===== src/pkg/ssi_pkg.sv =====
// shared constants and types for the switch state indicator
package ssi_pkg;
    typedef enum logic [1:0] {
        SSI_V1X2,
        SSI_V2X2,
        SSI_V1X4,
        SSI_V1X8
    } ssi_variant_e;

    typedef enum logic [1:0] {
        SSI_NV_IDLE,
        SSI_NV_READ,
        SSI_NV_WAIT,
        SSI_NV_RUN
    } ssi_nv_state_e;

    localparam int          STATE_W          = 3;
    localparam logic [2:0]  STATE_RESET      = 3'h0;
    localparam logic [3:0]  NV_DATA_RESET    = 4'h1;
    localparam logic [7:0]  LINES_RESET      = 8'h00;
    localparam logic [6:0]  SEG_RESET        = 7'h00;
    localparam logic [7:0]  LINES_2X2_BAR    = 8'h21;
    localparam logic [7:0]  LINES_2X2_CROSS  = 8'h12;
    localparam int          DEBOUNCE_MS      = 10;
    localparam int          CLK_HZ           = 20000000;
    localparam int          DEBOUNCE_CYCLES  = (CLK_HZ / 1000) * DEBOUNCE_MS;
endpackage


===== src/hw/ssi_debounce.sv =====
// push button debouncer with single press pulse
`timescale 1ns/100ps
module ssi_debounce #(
    parameter int COUNT = 200000
) (
    input  wire logic clk_sys_i,
    input  wire logic reset_i,
    input  wire logic button_n_i,
    output logic      press_o
);
    localparam int CW = $clog2(COUNT + 1);

    logic [CW-1:0] cnt;
    logic [CW-1:0] next_cnt;
    logic          stable_n;
    logic          next_stable_n;
    logic          press;
    logic          next_press;

    always_comb begin
        next_cnt      = cnt;
        next_stable_n = stable_n;
        next_press    = 1'b0;
        if (button_n_i == stable_n) begin
            next_cnt = '0;
        end else if (cnt == CW'(COUNT - 1)) begin
            next_cnt      = '0;
            next_stable_n = button_n_i;
            next_press    = ~button_n_i;
        end else begin
            next_cnt = cnt + CW'(1);
        end
    end

    always_ff @(posedge clk_sys_i or posedge reset_i) begin
        if (reset_i) begin
            cnt      <= '0;
            stable_n <= 1'b1;
            press    <= 1'b0;
        end else begin
            cnt      <= next_cnt;
            stable_n <= next_stable_n;
            press    <= next_press;
        end
    end

    assign press_o = press;
endmodule // ssi_debounce


===== src/hw/ssi_top.sv =====
// switch state holder with indicator, status lines and nonvolatile copy
`timescale 1ns/100ps
module ssi_top #(
    parameter ssi_pkg::ssi_variant_e VARIANT  = ssi_pkg::SSI_V1X2,
    parameter int                    DEBOUNCE = ssi_pkg::DEBOUNCE_CYCLES
) (
    input  wire logic       clk_sys_i,
    input  wire logic       reset_i,
    input  wire logic       trigger_i,
    input  wire logic       button_n_i,
    input  wire logic [3:0] nv_rd_data_i,
    input  wire logic       nv_rd_valid_i,
    output logic            nv_rd_req_o,
    output logic            nv_wr_o,
    output logic [3:0]      nv_wr_data_o,
    output logic [6:0]      state_indicator_o,
    output logic [7:0]      state_lines_o,
    output logic [1:0]      switch_sel_o,
    output logic            ready_o
);
    // state is held zero-based: 0 means state 1
    function automatic logic [2:0] last_state(input ssi_pkg::ssi_variant_e v);
        case (v)
            ssi_pkg::SSI_V1X4: last_state = 3'h3;
            ssi_pkg::SSI_V1X8: last_state = 3'h7;
            default:           last_state = 3'h1;
        endcase
    endfunction

    function automatic logic [7:0] lines_of(input logic [2:0] s);
        logic [7:0] l;
        l = 8'h01 << s;
        if (VARIANT == ssi_pkg::SSI_V2X2) begin
            l = s[0] ? ssi_pkg::LINES_2X2_CROSS : ssi_pkg::LINES_2X2_BAR;
        end
        lines_of = l;
    endfunction

    function automatic logic [6:0] seg_of(input logic [2:0] s);
        case (s)
            3'h0:    seg_of = 7'h06;
            3'h1:    seg_of = 7'h5B;
            3'h2:    seg_of = 7'h4F;
            3'h3:    seg_of = 7'h66;
            3'h4:    seg_of = 7'h6D;
            3'h5:    seg_of = 7'h7D;
            3'h6:    seg_of = 7'h07;
            default: seg_of = 7'h7F;
        endcase
    endfunction

    localparam logic [2:0] LAST = last_state(VARIANT);

    logic                  press;
    logic                  trig_s1;
    logic                  trig_s2;
    logic                  trig_d;
    logic                  next_trig_s1;
    logic                  next_trig_s2;
    logic                  next_trig_d;
    ssi_pkg::ssi_nv_state_e nv_st;
    ssi_pkg::ssi_nv_state_e next_nv_st;
    logic [2:0]            state;
    logic [2:0]            next_state;
    logic                  rd_req;
    logic                  next_rd_req;
    logic                  wr;
    logic                  next_wr;
    logic [3:0]            wr_data;
    logic [3:0]            next_wr_data;
    logic [6:0]            seg;
    logic [6:0]            next_seg;
    logic [7:0]            lines;
    logic [7:0]            next_lines;
    logic                  ready;
    logic                  next_ready;
    logic                  step;

    ssi_debounce #(
        .COUNT      (DEBOUNCE)
    ) u_debounce (
        .clk_sys_i  (clk_sys_i),
        .reset_i    (reset_i),
        .button_n_i (button_n_i),
        .press_o    (press)
    );

    // trigger synchroniser and falling edge
    always_comb begin
        next_trig_s1 = trigger_i;
        next_trig_s2 = trig_s1;
        next_trig_d  = trig_s2;
    end

    always_ff @(posedge clk_sys_i or posedge reset_i) begin
        if (reset_i) begin
            trig_s1 <= 1'b1;
            trig_s2 <= 1'b1;
            trig_d  <= 1'b1;
        end else begin
            trig_s1 <= next_trig_s1;
            trig_s2 <= next_trig_s2;
            trig_d  <= next_trig_d;
        end
    end

    assign step = (trig_d & ~trig_s2) | press;

    // restore, step and save
    always_comb begin
        next_nv_st   = nv_st;
        next_state   = state;
        next_rd_req  = 1'b0;
        next_wr      = 1'b0;
        next_wr_data = wr_data;
        next_ready   = ready;
        case (nv_st)
            ssi_pkg::SSI_NV_IDLE: begin
                next_rd_req = 1'b1;
                next_nv_st  = ssi_pkg::SSI_NV_READ;
            end
            ssi_pkg::SSI_NV_READ: begin
                next_nv_st = ssi_pkg::SSI_NV_WAIT;
            end
            ssi_pkg::SSI_NV_WAIT: begin
                if (nv_rd_valid_i) begin
                    // stored as state number 1..8
                    if (nv_rd_data_i == 4'h0 || (nv_rd_data_i - 4'h1) > {1'b0, LAST}) begin
                        next_state = ssi_pkg::STATE_RESET;
                    end else begin
                        next_state = 3'(nv_rd_data_i - 4'h1);
                    end
                    next_ready = 1'b1;
                    next_nv_st = ssi_pkg::SSI_NV_RUN;
                end
            end
            ssi_pkg::SSI_NV_RUN: begin
                if (step) begin
                    next_state   = (state == LAST) ? 3'h0 : state + 3'h1;
                    next_wr      = 1'b1;
                    next_wr_data = {1'b0, next_state} + 4'h1;
                end
            end
            default: next_nv_st = ssi_pkg::SSI_NV_IDLE;
        endcase
        next_seg   = ready ? seg_of(state) : ssi_pkg::SEG_RESET;
        next_lines = ready ? lines_of(state) : ssi_pkg::LINES_RESET;
    end

    always_ff @(posedge clk_sys_i or posedge reset_i) begin
        if (reset_i) begin
            nv_st   <= ssi_pkg::SSI_NV_IDLE;
            state   <= ssi_pkg::STATE_RESET;
            rd_req  <= 1'b0;
            wr      <= 1'b0;
            wr_data <= ssi_pkg::NV_DATA_RESET;
            seg     <= ssi_pkg::SEG_RESET;
            lines   <= ssi_pkg::LINES_RESET;
            ready   <= 1'b0;
        end else begin
            nv_st   <= next_nv_st;
            state   <= next_state;
            rd_req  <= next_rd_req;
            wr      <= next_wr;
            wr_data <= next_wr_data;
            seg     <= next_seg;
            lines   <= next_lines;
            ready   <= next_ready;
        end
    end

    assign nv_rd_req_o       = rd_req;
    assign nv_wr_o           = wr;
    assign nv_wr_data_o      = wr_data;
    assign state_indicator_o = seg;
    assign state_lines_o     = lines;
    assign switch_sel_o      = state[1:0];
    assign ready_o           = ready;

    a_lines_onehot: assert property (@(posedge clk_sys_i) disable iff (reset_i)
        (ready && VARIANT != ssi_pkg::SSI_V2X2) |=> $onehot(state_lines_o))
        else $error("status lines not one-hot");
    a_lines_match: assert property (@(posedge clk_sys_i) disable iff (reset_i)
        ready |=> (state_lines_o == lines_of($past(state))))
        else $error("status lines do not follow state");
    a_step_saves: assert property (@(posedge clk_sys_i) disable iff (reset_i)
        (nv_st == ssi_pkg::SSI_NV_RUN && step)
        |=> (nv_wr_o && nv_wr_data_o == {1'b0, state} + 4'h1))
        else $error("state change not saved");
    a_state_range: assert property (@(posedge clk_sys_i) disable iff (reset_i)
        state <= LAST)
        else $error("state beyond variant range");
    a_step_wraps: assert property (@(posedge clk_sys_i) disable iff (reset_i)
        (nv_st == ssi_pkg::SSI_NV_RUN && step && state == LAST) |=> state == 3'h0)
        else $error("state did not wrap");
    a_restore_bad: assert property (@(posedge clk_sys_i) disable iff (reset_i)
        (nv_st == ssi_pkg::SSI_NV_WAIT && nv_rd_valid_i && nv_rd_data_i == 4'h0)
        |=> state == 3'h0)
        else $error("bad restore not forced to state one");
    a_seg_follow: assert property (@(posedge clk_sys_i) disable iff (reset_i)
        ready |=> state_indicator_o == seg_of($past(state)))
        else $error("indicator does not follow state");
    a_no_step_idle: assert property (@(posedge clk_sys_i) disable iff (reset_i)
        (nv_st == ssi_pkg::SSI_NV_RUN && !step) |=> ($stable(state) && !nv_wr_o))
        else $error("state changed without event");
endmodule // ssi_top


===== config.mk =====
export PLATFORM = sky130hd
export DESIGN_NAME = ssi_top
export DESIGN_NICKNAME = d
export VERILOG_FILES = /design/src/pkg/ssi_pkg.sv /design/src/hw/ssi_debounce.sv /design/src/hw/ssi_top.sv
export SDC_FILE = /design/constraint.sdc
export NUM_CORES = 1
export LEC_CHECK = 0
export ABC_AREA = 1
export BUFFER_PORTS_ARGS = -buffer_cell sky130_fd_sc_hd__buf_2
export CORE_ASPECT_RATIO = 1.1
export CORE_MARGIN = 3
export CORE_UTILIZATION = 45
export DETAILED_ROUTE_END_ITERATION = 6
export GPL_TIMING_DRIVEN = 0
export HOLD_SLACK_MARGIN = 0.05
export SYNTH_ARGS = -nofsm -noshare
export SYNTH_HDL_FRONTEND = slang
export SYNTH_SLANG_ARGS = --single-unit
export TNS_END_PERCENT = 20

===== constraint.sdc =====
create_clock -name clk_sys_i -period 2.7 [get_ports clk_sys_i]
set_input_delay 0.135 -clock clk_sys_i [delete_from_list [all_inputs] [get_ports clk_sys_i]]
set_output_delay 0.135 -clock clk_sys_i [all_outputs]
set_load 0.02 [all_outputs]

==> impl_results.md, run 1 <==
* Setup crit start kind: register
* Final critical-path required period at 1.53 ns
* Placer Congestion at 0.829
* Post-synth EDFFs at 0
* DR vias/cell at 4.78
* Status: completed
* Die H at 82.3 um
* Fillers at 472
* Post-synthesis register bit count at 50
* Synth top area share at 47.3%
* Worst vdd ir at 0.420 mV
* Tot GR Track Use at 15.6%
* GRT overflow at 0
* Setup TNS at 0 ns
* Combinational share of power at 38.2%
* P&R area growth vs syn at 15.3%
* Final core utilization at 54.1%
* # IOs at 33
* Sw power at 0.925 mW
* Fmax at 655 MHz
* CP Max Fanout at 8
* Max-cap violations at 0
* Pwr per Cell Area at 856 nW/um^2
* Worst Skew at 0.00428 ns
* Post-synthesis sequential area ratio at 52.9%
* Synth top area cells: dfrtp_1 47%, nor2_1 8.4%, nand2_1 7.4%
* # diodes at 0
* Die area at 6200 um^2
* # setup viols final at 0
* Xor and xnor area share after synthesis at 4.05%
* Crit. End Element: register
* Post-Synth Adder-Cell Area at 6.31%
* Critical path class: reg2reg
* Worst-margin pin slew at 0.756 ns
* Complex-gate fraction of the synthesized area at 5.47%
* Num CTS Buffers at 5
* Starting Density at 46.9%
* # nets final at 328
* Core Box Area at 5070 um^2
* Hold Vio Cnt, Final at 0
* Pre-antenna DRT Iters at 4
* DRC errors left at 0
* Synthesized Nets at 286
* Final Cell Area at 2740 um^2
* Static leakage at 1.38 nW
* Top_reg_cell synth: dfrtp_1
* Placed insts at 356
* DR vias at 1,749
* Worst hold start: button_n_i
* Post-Syn Area at 2380 um^2
* Synth cell count leaders: 53 x nor2_1, 47 x nand2_1, 45 x dfrtp_1
* Relative slew slack at 49.2%
* First-pass GRT wire length at 7450 um
* Clock root cell: clkbuf_8
* Critical path launch point: u_debounce.cnt[0]$_DFF_PP0_
* Worst hold path type: in2reg
* Final Total Pwr at 2.35 mW
* # clock sinks at 50
* CTS tree: yes
* Post-Synth Simple-Gate Area at 25.1%
* Largest net degree at the start of global routing at 34
* Slew Viols, Final at 0
* Antenna viol nets, final at 0
* Mapped Cells at 265
* Die Wd at 75.3 um
* Row count at 27
* Switching portion of total power at 39.4%
* Critical Path AT at 1.71 ns
* Hpwl dp at 3200 um
* Final period util at 56.5%
* Cell taking the most area after synthesis: dfrtp_1
* Clock Power Share at 18.4%
* DP Area at 2630 um^2
* Fraction of registers with async set/reset at 100%
* Share of layout cells above drive strength 1 at 18.8%
* 1st-iter DRT viols at 82
* Total wire length at 4260 um
* Count leader, synth: nor2_1
* Initial antenna violation count at 0
* Design internal power at 1.42 mW
* Max H-tree Level at 2
* Routed len/inst at 11.6 um
* Register share of total power at 43.5%
* Reg clk slew, reported paths at 0.09 ns
* Syn_area_per_cell at 8.98 um^2
* Non-filler instance count after layout at 366
* Vias in the first global route at 1,658
* RSZ-0062 raised after global routing: false
* Largest family of logic cells by synthesized area: simple AND/OR/NAND/NOR gates
* Clock buffer depth at 2
* Synth Warn # at 0
* Mux cell area share after synthesis at 0%
* Post-synth cell types at 32
* Crit path required time at 2.88 ns
* Reg2Reg Launch Point: u_debounce.cnt[0]$_DFF_PP0_
* Latest clock arrival within the worst-skew pair at 0.30 ns
* IO Port Bufs at 32
-- worst paths after layout --
path / to / slack [ns] / cells after the start
worst min-delay path: u_debounce.stable_n$_DFFE_PP1P_ / 0.07 / 3
max in group asynchronous: nv_wr_data_o[0]$_DFFE_PP1P_ / 1.78 / 4
worst min register to register: next_trig_d$_DFF_PP1_ / 0.36 / 0
min in group asynchronous: u_debounce.cnt[11]$_DFF_PP0_ / 0.36 / 3
worst max-delay path: u_debounce.cnt[16]$_DFF_PP0_ / 1.17 / 6
worst max register to register: u_debounce.cnt[16]$_DFF_PP0_ / 1.17 / 6
-- metal layers --
layer,track usage (%),up-vias,routed length [um]
li1,-,916,-
met1,20.7,794,2100
met2,25.4,33,1930
met3,3.63,6,173
met4,4.72,0,59
met5,0,-,0
-- critical path, stage by stage (launching register included) --
cell and delay, ns:
dfrtp_1 0.37, ha_1 0.17, nand2_1 0.11, nor3_4 0.35
nand3_4 0.18, nand2_4 0.16, a21oi_1 0.06
-- cell type report --
| type | instances | area, um^2 | area share, % |
|---|---|---|---|
| buffer | 3 | 18.8 | 0.685 |
| clock buffer | 5 | 68.8 | 2.51 |
| clock inverter | 3 | 21.3 | 0.776 |
| inverter | 34 | 128 | 4.66 |
| multi-input combinational | 178 | 975 | 35.6 |
| sequential | 50 | 1260 | 45.9 |
| tap | 58 | 72.6 | 2.65 |
| timing repair buffer | 35 | 200 | 7.30 |
-- power by group through the flow --
stage	clock [mW]	combinational (mW)	sequential, mW
after floorplan	0	0.472	1.20
after global placement	0	0.893	1.04
after detailed placement	0	0.904	1.04
after CTS	0.452	0.908	1.02
after global routing	0.477	1.04	1.05
final	0.431	0.896	1.02
-- per-stage QoR --
| stage | hold WS, ns | worst slack, ns |
|---|---|---|
| finish | 0.0744 | 1.17 |
| global route | 0.0771 | 1.02 |
| CTS | 0.0673 | 1.12 |
| detailed placement | 0.144 | 1.11 |
| global placement | 0.240 | 0.746 |
| floorplan | 0.139 | 1.37 |
-- repair_timing --
item	4_1_cts	5_1_grt
endpoints found under the hold margin	14	0
hold buffers	2	0
setup buffers	0	0
gates resized for setup	0	0
-- layout by cell type (no fill, tap or decap), drive strengths merged --
master and instances:
xnor2 4, o221ai 1, a31oi 1, nor2 56, nand2 49, dlygate4sd3 2, dfrtp 45, buf 35
a32o 1, nand4 6, clkinv 2, o21ai 10, nor3 5, a21oi 5, nand3 15, xor2 7
inv 34, o31ai 1, a21boi 2, nor3b 1, ha 12, dfstp 5, o21bai 1, clkbuf 6
nand3b 1, clkinvlp 1
-- sequential cells by signal, indices dropped and copies added (netlist names) --
name                 cells
nv_st                    2
nv_wr_data_o             4
state_indicator_o        7
ready_o                  1
nv_wr_o                  1
u_debounce.cnt          18
nv_rd_req_o              1
state_lines_o            8
state                    3
next_trig_s2             1
u_debounce.press_o       1
trig_d                   1
u_debounce.stable_n      1
next_trig_d              1
-- logic make-up (layout without fill, tap and decap cells) --
logic type	Yosys count	in the layout
xor gates and xnor gates	11	11
DFF	50	50
adders and majority gates	12	12
and+or+nand+nor	133	133
buffers and inverters	37	80
AOI/OAI and AO/OA	22	22
Power figures use the tool's default switching activity.
==> run 2, diff against run 1 <==
--- a/config.mk
+++ b/config.mk
@@ -13,6 +13,7 @@
 export DETAILED_ROUTE_END_ITERATION = 6
 export GPL_TIMING_DRIVEN = 0
 export HOLD_SLACK_MARGIN = 0.05
+export PLACE_DENSITY = 0.67
 export SYNTH_ARGS = -nofsm -noshare
 export SYNTH_HDL_FRONTEND = slang
 export SYNTH_SLANG_ARGS = --single-unit
==> constraint.sdc (replaced) <==
create_clock -name clk_sys_i -period 1.4 [get_ports clk_sys_i]
set_input_delay 0.07 -clock clk_sys_i [delete_from_list [all_inputs] [get_ports clk_sys_i]]
set_output_delay 0.07 -clock clk_sys_i [all_outputs]
set_load 0.02 [all_outputs]
==> run 2 against run 1 <==
Compared with the run above: die area did not move; combinational power rose by 110%; largest power group unchanged; sequential cell count did not move; design area rose by 4.0%; setup slack got worse by 1.2 ns; critical endpoint is now u_debounce.cnt[5]$_DFF_PP0_.
==> impl_results.md, run 2 (synthesized netlist as in run 1, its figures left out) <==
* Crit Reg-Reg Endpoint: u_debounce.cnt[5]$_DFF_PP0_
* Placer Congestion at 0.882
* Final period util at 98.9%
* Max FFs per register at 18
* # clock sinks at 50
* Worst path cell trace: ha_1, nand2_2, nor3_4, nand3_4, nand2_8, nor2_1
* Worst-margin pin slew at 0.523 ns
* Routed len/inst at 11.7 um
* DR vias at 1,817
* Static leakage at 1.43 nW
* Crit path required time at 1.59 ns
* IO Port Bufs at 32
* Final Cell Area at 2850 um^2
* Reg-to-reg slack, setup at 0.02 ns
* DP Area at 2630 um^2
* Final critical-path required period at 1.38 ns
* Total wire length at 4360 um
* # IOs at 33
* Pre-antenna DRT Iters at 4
* Slowest stage cell, crit path: dfrtp_1
* Setup TNS at 0 ns
* Largest net degree at the start of global routing at 40
* DR vias/cell at 4.86
* P&R area growth vs syn at 19.8%
* R2R cell count at 6
* Status: completed
* Sw power at 1.86 mW
* Clock buffer depth at 2
* Register share of total power at 41.9%
* Die H at 82.3 um
* Core Box Area at 5070 um^2
* Clock Power Share at 17.5%
* DRC errors left at 0
* 1st-iter DRT viols at 54
* Tot GR Track Use at 15.7%
* Die Wd at 75.3 um
* Hold Vio Cnt, Final at 0
* Worst hold endpoint: state[0]$_DFFE_PP0P_
* # nets final at 336
* Combinational share of power at 40.6%
* Worst Skew at 0.00321 ns
* Max-cap violations at 0
* Fmax at 722 MHz
* Row count at 27
* Slew Viols, Final at 0
* Hpwl dp at 3170 um
* Critical path class: reg2reg
* Worst hold start: nv_rd_data_i[0]
* Num CTS Buffers at 5
* CTS tree: yes
* Die area at 6200 um^2
* Worst vdd ir at 0.769 mV
* Most frequent cells in the layout: 51 x nor2_1, 45 x nand2_1, 43 x dfrtp_1
* WHS Path Cells at 4
* # setup viols final at 0
* Latest clock arrival within the worst-skew pair at 0.30 ns
* Pwr per Cell Area at 1650 nW/um^2
* Reg clk slew, reported paths at 0.09 ns
* First-pass GRT wire length at 7420 um
* Max H-tree Level at 2
* Initial antenna violation count at 0
* Design internal power at 2.86 mW
* Clock root cell: clkbuf_8
* Most common cell after layout, fill and taps aside: nor2_1
* CP Max Fanout at 8
* Reg2Reg Launch Point: u_debounce.cnt[0]$_DFF_PP0_
* Critical Path AT at 1.58 ns
* # diodes at 0
* Reg with most FFs: u_debounce.cnt
* Share of layout cells above drive strength 1 at 24.1%
* Crit path largest cell delay at 0.36 ns
* Fillers at 464
* Vias in the first global route at 1,681
* GRT overflow at 0
* Switching portion of total power at 39.4%
* Starting Density at 46.9%
* Antenna viol nets, final at 0
* RSZ-0062 raised after global routing: true
* Crit. End Element: register
* Worst hold path type: in2reg
* Relative slew slack at 65.0%
* Setup crit start kind: register
## run 2: cell types whose count changed in the layout (fill, tap and decap cells not counted), moves of 2 or more
cell | previous run | this run
buf_4 | 2 | 8
dfrtp_1 | 45 | 43
dfrtp_2 | 0 | 2
dlygate4sd3_1 | 2 | 4
inv_1 | 32 | 29
inv_2 | 2 | 5
nand2_1 | 47 | 45
nand2_2 | 1 | 3
nor2_1 | 53 | 51
nor2_2 | 2 | 4
## run 2: stage by stage
step / util, % / hold slack, ns / setup slack [ns] / std cells / power, mW
final: 56.2 / 0.120 / 0.0152 / 374 / 4.72
after global routing: 56.2 / 0.120 / -0.107 / 374 / 5.13
after CTS: 55.2 / 0.115 / -0.00290 / 370 / 4.61
after detailed placement: 51.9 / 0.0295 / -0.153 / 356 / 3.74
after global placement: 51.5 / 0.175 / -0.454 / 355 / 3.71
after floorplan: - / 0.0745 / 0.0934 / 265 / 3.22
## run 2: repair_timing
action / in CTS / in global routing
pin swaps: 3 / 1
hold buffers: 4 / 0
gates resized for setup: 5 / 11
setup buffers: 2 / 4
setup endpoints to repair: 16 / 19
hold endpoints to repair: 49 / 0
## run 2: layout make-up
type                       instances  area, um^2  share of cell area [%]
timing repair buffer              43         265                    9.31
clock buffer                       6        72.6                    2.55
clock inverter                     2        13.8                   0.483
buffer                             3        18.8                   0.658
inverter                          34         128                    4.48
sequential                        50        1260                    44.2
tap                               58        72.6                    2.55
multi-input combinational        178        1020                    35.8
## run 2: power by group through the flow
stage	combinational (mW)	clock, mW	sequential (mW)
4_1_cts	1.77	0.860	1.98
5_1_grt	2.18	0.921	2.03
3_3_place_gp	1.70	0	2.00
3_5_place_dp	1.73	0	2.01
6_report	1.92	0.824	1.98
2_1_floorplan	0.910	0	2.31
## run 2: layer usage
layer	global-route usage [%]	part of all wire [%]	up-vias
met5	0	0	-
met4	4.90	1.0	0
met3	4.24	3.6	4
met2	24.9	49	34
met1	20.8	47	841
li1	-	-	938
## run 2: how the worst max path moves through the flow
stage                                     from                           end  slack, ns  cells after the start
5_1_grt            u_debounce.cnt[0]$_DFF_PP0_  u_debounce.cnt[11]$_DFF_PP0_      -0.11                      7
3_3_place_gp                           reset_i          nv_st[1]$_DFFE_PP0P_      -0.45                      2
6_report           u_debounce.cnt[0]$_DFF_PP0_   u_debounce.cnt[5]$_DFF_PP0_       0.02                      6
2_1_floorplan      u_debounce.cnt[0]$_DFF_PP0_  u_debounce.cnt[16]$_DFF_PP0_       0.09                      6
4_1_cts            u_debounce.cnt[0]$_DFF_PP0_   u_debounce.cnt[5]$_DFF_PP0_     -0.003                      6
3_5_place_dp   u_debounce.stable_n$_DFFE_PP1P_   u_debounce.cnt[5]$_DFF_PP0_      -0.15                      4
## run 2: critical path: cells and delay by family (launching register included)
kind          cells  cell delay (ns)
fa+ha+maj         1             0.18
simple gates      5             0.74
flops             1             0.36
==> run 3, diff against run 2 <==
--- a/config.mk
+++ b/config.mk
@@ -16,5 +16,6 @@
 export PLACE_DENSITY = 0.67
 export SYNTH_ARGS = -nofsm -noshare
 export SYNTH_HDL_FRONTEND = slang
+export SYNTH_HIERARCHICAL = 1
 export SYNTH_SLANG_ARGS = --single-unit
 export TNS_END_PERCENT = 20
==> run 3 against run 2 <==
Compared with the run above: worst hold slack got worse by 0.071 ns; global-route usage shrank 0.33 points; sequential cell count is the same; first-iteration DRC count increased by 57%; critical path depth is the same; total power rose by 0.32%; sequential power about the same; maximum frequency increased by 1.6%; synthesized cell count is 6.8% higher; critical endpoint is now nv_wr_data_o[2]$_DFFE_PP0P_; largest power group unchanged.
==> impl_results.md, run 3 <==
* Die H at 84.3 um
* Worst setup margin at 0.0372 ns
* Max FFs per register at 18
* DR vias at 1,906
* Critical path class: reg2reg
* Routed len/inst at 11.4 um
* R2R cell count at 6
* First-pass GRT wire length at 8110 um
* Worst path cell trace: nand2_1, inv_1, ha_1, inv_1, nand3_1, a31oi_1
* Worst path top cell family by delay: flip-flops
* Pre-antenna DRT Iters at 4
* GRT overflow at 0
* Non-filler instance count after layout at 405
* Mux cell area share after synthesis at 0%
* Post-synthesis sequential area ratio at 50.1%
* Synth cell count leaders: 45 x dfrtp_1, 44 x nand2_1, 42 x nor2_1
* # clock sinks at 50
* WP buf/inv at 2
* 1st-iter DRT viols at 85
* Cell taking the most area after synthesis: dfrtp_1
* Core Box Area at 5200 um^2
* Final Cell Area at 3030 um^2
* Syn_area_per_cell at 8.87 um^2
* Fraction of registers with async set/reset at 100%
* Placer Congestion at 0.803
* Final hold slack at 0.0495 ns
* Crit path largest cell delay at 0.48 ns
* Slew Viols, Final at 0
* Status: completed
* Post-synth cell types at 32
* Synthesized Nets at 304
* Antenna viol nets, final at 0
* Crit. End Element: register
* P&R area growth vs syn at 20.6%
* Crit path required time at 1.63 ns
* Count leader, synth: dfrtp_1
* Total wire length at 4610 um
* DRC errors left at 0
* Static leakage at 1.48 nW
* Worst-margin pin slew at 1.11 ns
* Most frequent CP cell: inv_1
* Num CTS Buffers at 5
* Xor and xnor area share after synthesis at 4.84%
* Tot GR Track Use at 15.3%
* Die Wd at 77.2 um
* Final critical-path required period at 1.36 ns
* Complex-gate fraction of the synthesized area at 4.99%
* RSZ-0062 raised after global routing: true
* Fmax at 734 MHz
* Final period util at 97.3%
* IO Port Bufs at 32
* Starting Density at 48.2%
* Worst Skew at 0.00404 ns
* Row count at 27
* Most common cell after layout, fill and taps aside: nand2_1
* Largest family of logic cells by synthesized area: simple AND/OR/NAND/NOR gates
* DP Worst Slack at -0.0445 ns
* Hpwl dp at 3310 um
* Clock root cell: clkbuf_8
* Setup crit start kind: register
* Post-synthesis register bit count at 50
* Die area at 6510 um^2
* Reg2Reg Launch Point: state[1]$_DFFE_PP0P_
* Post-Synth Adder-Cell Area at 5.98%
* Latest clock arrival within the worst-skew pair at 0.30 ns
* Synth Warn # at 6
* Mapped Cells at 283
* Most frequent cells in the layout: 43 x nand2_1, 42 x nor2_1, 42 x dfrtp_1
* Reg-to-reg slack, setup at 0.04 ns
* Worst hold path type: in2async
* CP Max Fanout at 7
* Fillers at 510
* Initial antenna violation count at 0
* Crit Reg-Reg Endpoint: nv_wr_data_o[2]$_DFFE_PP0P_
* # IOs at 33
* Share of layout cells above drive strength 1 at 30.3%
* DR vias/cell at 4.71
* # setup viols final at 0
* Placed insts at 387
* Synth top area share at 44.9%
* DP Area at 2760 um^2
* Max H-tree Level at 2
* Relative slew slack at 25.6%
* Post-synth EDFFs at 0
* # nets final at 353
* Max-cap violations at 0
* Clock buffer depth at 2
* Worst vdd ir at 0.756 mV
* CTS tree: yes
* Critical Path AT at 1.60 ns
* Hold Vio Cnt, Final at 0
* Synth top area cells: dfrtp_1 45%, nand2_1 6.6%, nor2_1 6.3%
* Top_reg_cell synth: dfrtp_1
* # diodes at 0
* Post-Syn Area at 2510 um^2
* Vias in the first global route at 1,869
* Slowest stage cell, crit path: dfrtp_2
* Pwr per Cell Area at 1560 nW/um^2
* Reg clk slew, reported paths at 0.10 ns
* Reg with most FFs: u_debounce/cnt
* Largest net degree at the start of global routing at 31
* Post-Synth Simple-Gate Area at 26.6%
-- run 3: cell types whose count changed after synthesis, moves of 3 or more --
| cell | before | now |
|---|---|---|
| inv_2 | 1 | 8 |
| a21oi_1 | 5 | 9 |
| o21ai_0 | 9 | 3 |
| o21ai_1 | 1 | 4 |
| nor2_2 | 2 | 12 |
| nand3_2 | 0 | 4 |
| nand2_1 | 47 | 44 |
| nor2_1 | 53 | 42 |
| nand2_2 | 1 | 5 |
| nor3_1 | 3 | 7 |
-- run 3: final cells by class --
class | instances | area (um^2) | share of cell area (%)
inverter | 43 | 161 | 5.33
buffer | 4 | 27.5 | 0.909
timing repair buffer | 41 | 238 | 7.85
multi-input combinational | 187 | 1150 | 38.0
sequential | 50 | 1260 | 41.7
clock inverter | 3 | 28.8 | 0.951
tap | 72 | 90.1 | 2.98
clock buffer | 5 | 68.8 | 2.27
-- run 3: worst register-to-register path: stages (launching register included) --
cell     delay, ns
dfrtp_2       0.48
nand2_1       0.12
inv_1         0.07
ha_1          0.27
inv_1         0.12
nand3_1       0.09
a31oi_1       0.15
-- run 3: how the worst max path moves through the flow --
| stage | startpoint | to | cells after the start |
|---|---|---|---|
| 2_1_floorplan | state[1]$_DFFE_PP0P_ | nv_wr_data_o[2]$_DFFE_PP0P_ | 6 |
| 3_3_place_gp | u_debounce/cnt[0]$_DFF_PP0_ | u_debounce/cnt[11]$_DFF_PP0_ | 6 |
| 3_5_place_dp | u_debounce/cnt[0]$_DFF_PP0_ | u_debounce/cnt[11]$_DFF_PP0_ | 6 |
| 4_1_cts | nv_st[0]$_DFFE_PP0P_ | state[0]$_DFFE_PP0P_ | 8 |
| 5_1_grt | state[1]$_DFFE_PP0P_ | nv_wr_data_o[2]$_DFFE_PP0P_ | 6 |
| 6_report | state[1]$_DFFE_PP0P_ | nv_wr_data_o[2]$_DFFE_PP0P_ | 6 |
-- run 3: cells by family (layout without fill, tap and decap cells) --
| family | after synthesis | after routing |
|---|---|---|
| buf+inv | 47 | 96 |
| fa+ha+maj | 12 | 12 |
| simple gates | 139 | 140 |
| xor+xnor | 13 | 13 |
| compound gates | 22 | 22 |
| flops | 50 | 50 |
-- run 3: through the flow --
stage | total power [mW] | util, % | TNS, ns
final | 4.73 | 58.2 | 0
after global routing | 5.14 | 58.2 | -0.121
after CTS | 4.66 | 56.3 | 0
after detailed placement | 3.73 | 53.1 | -0.327
after global placement | 3.69 | 53.1 | -0.0136
after floorplan | 3.24 | - | 0
-- run 3: timing repair --
item | in CTS | in global routing
resized for setup | 3 | 15
pin swaps | 2 | 3
hold buffers | 4 | 0
setup endpoints to repair | 12 | 24
cloned | 1 | 0
hold endpoints to repair | 23 | 0
buffers inserted | 2 | 3
-- run 3: power breakdown --
part	leakage, nW	internal (mW)	switching (mW)
registers	0.633	1.76	0.185
clock network	0.0506	0.374	0.508
logic	0.801	0.697	1.20
-- run 3: metal layers --
metal | wire (um) | part of all wire, % | GRT usage [%]
met2 | 2250 | 49 | 25.2
met3 | 190 | 4.1 | 3.54
met5 | 0 | 0 | 0
met1 | 2110 | 46 | 19.4
met4 | 59 | 1.3 | 6.31
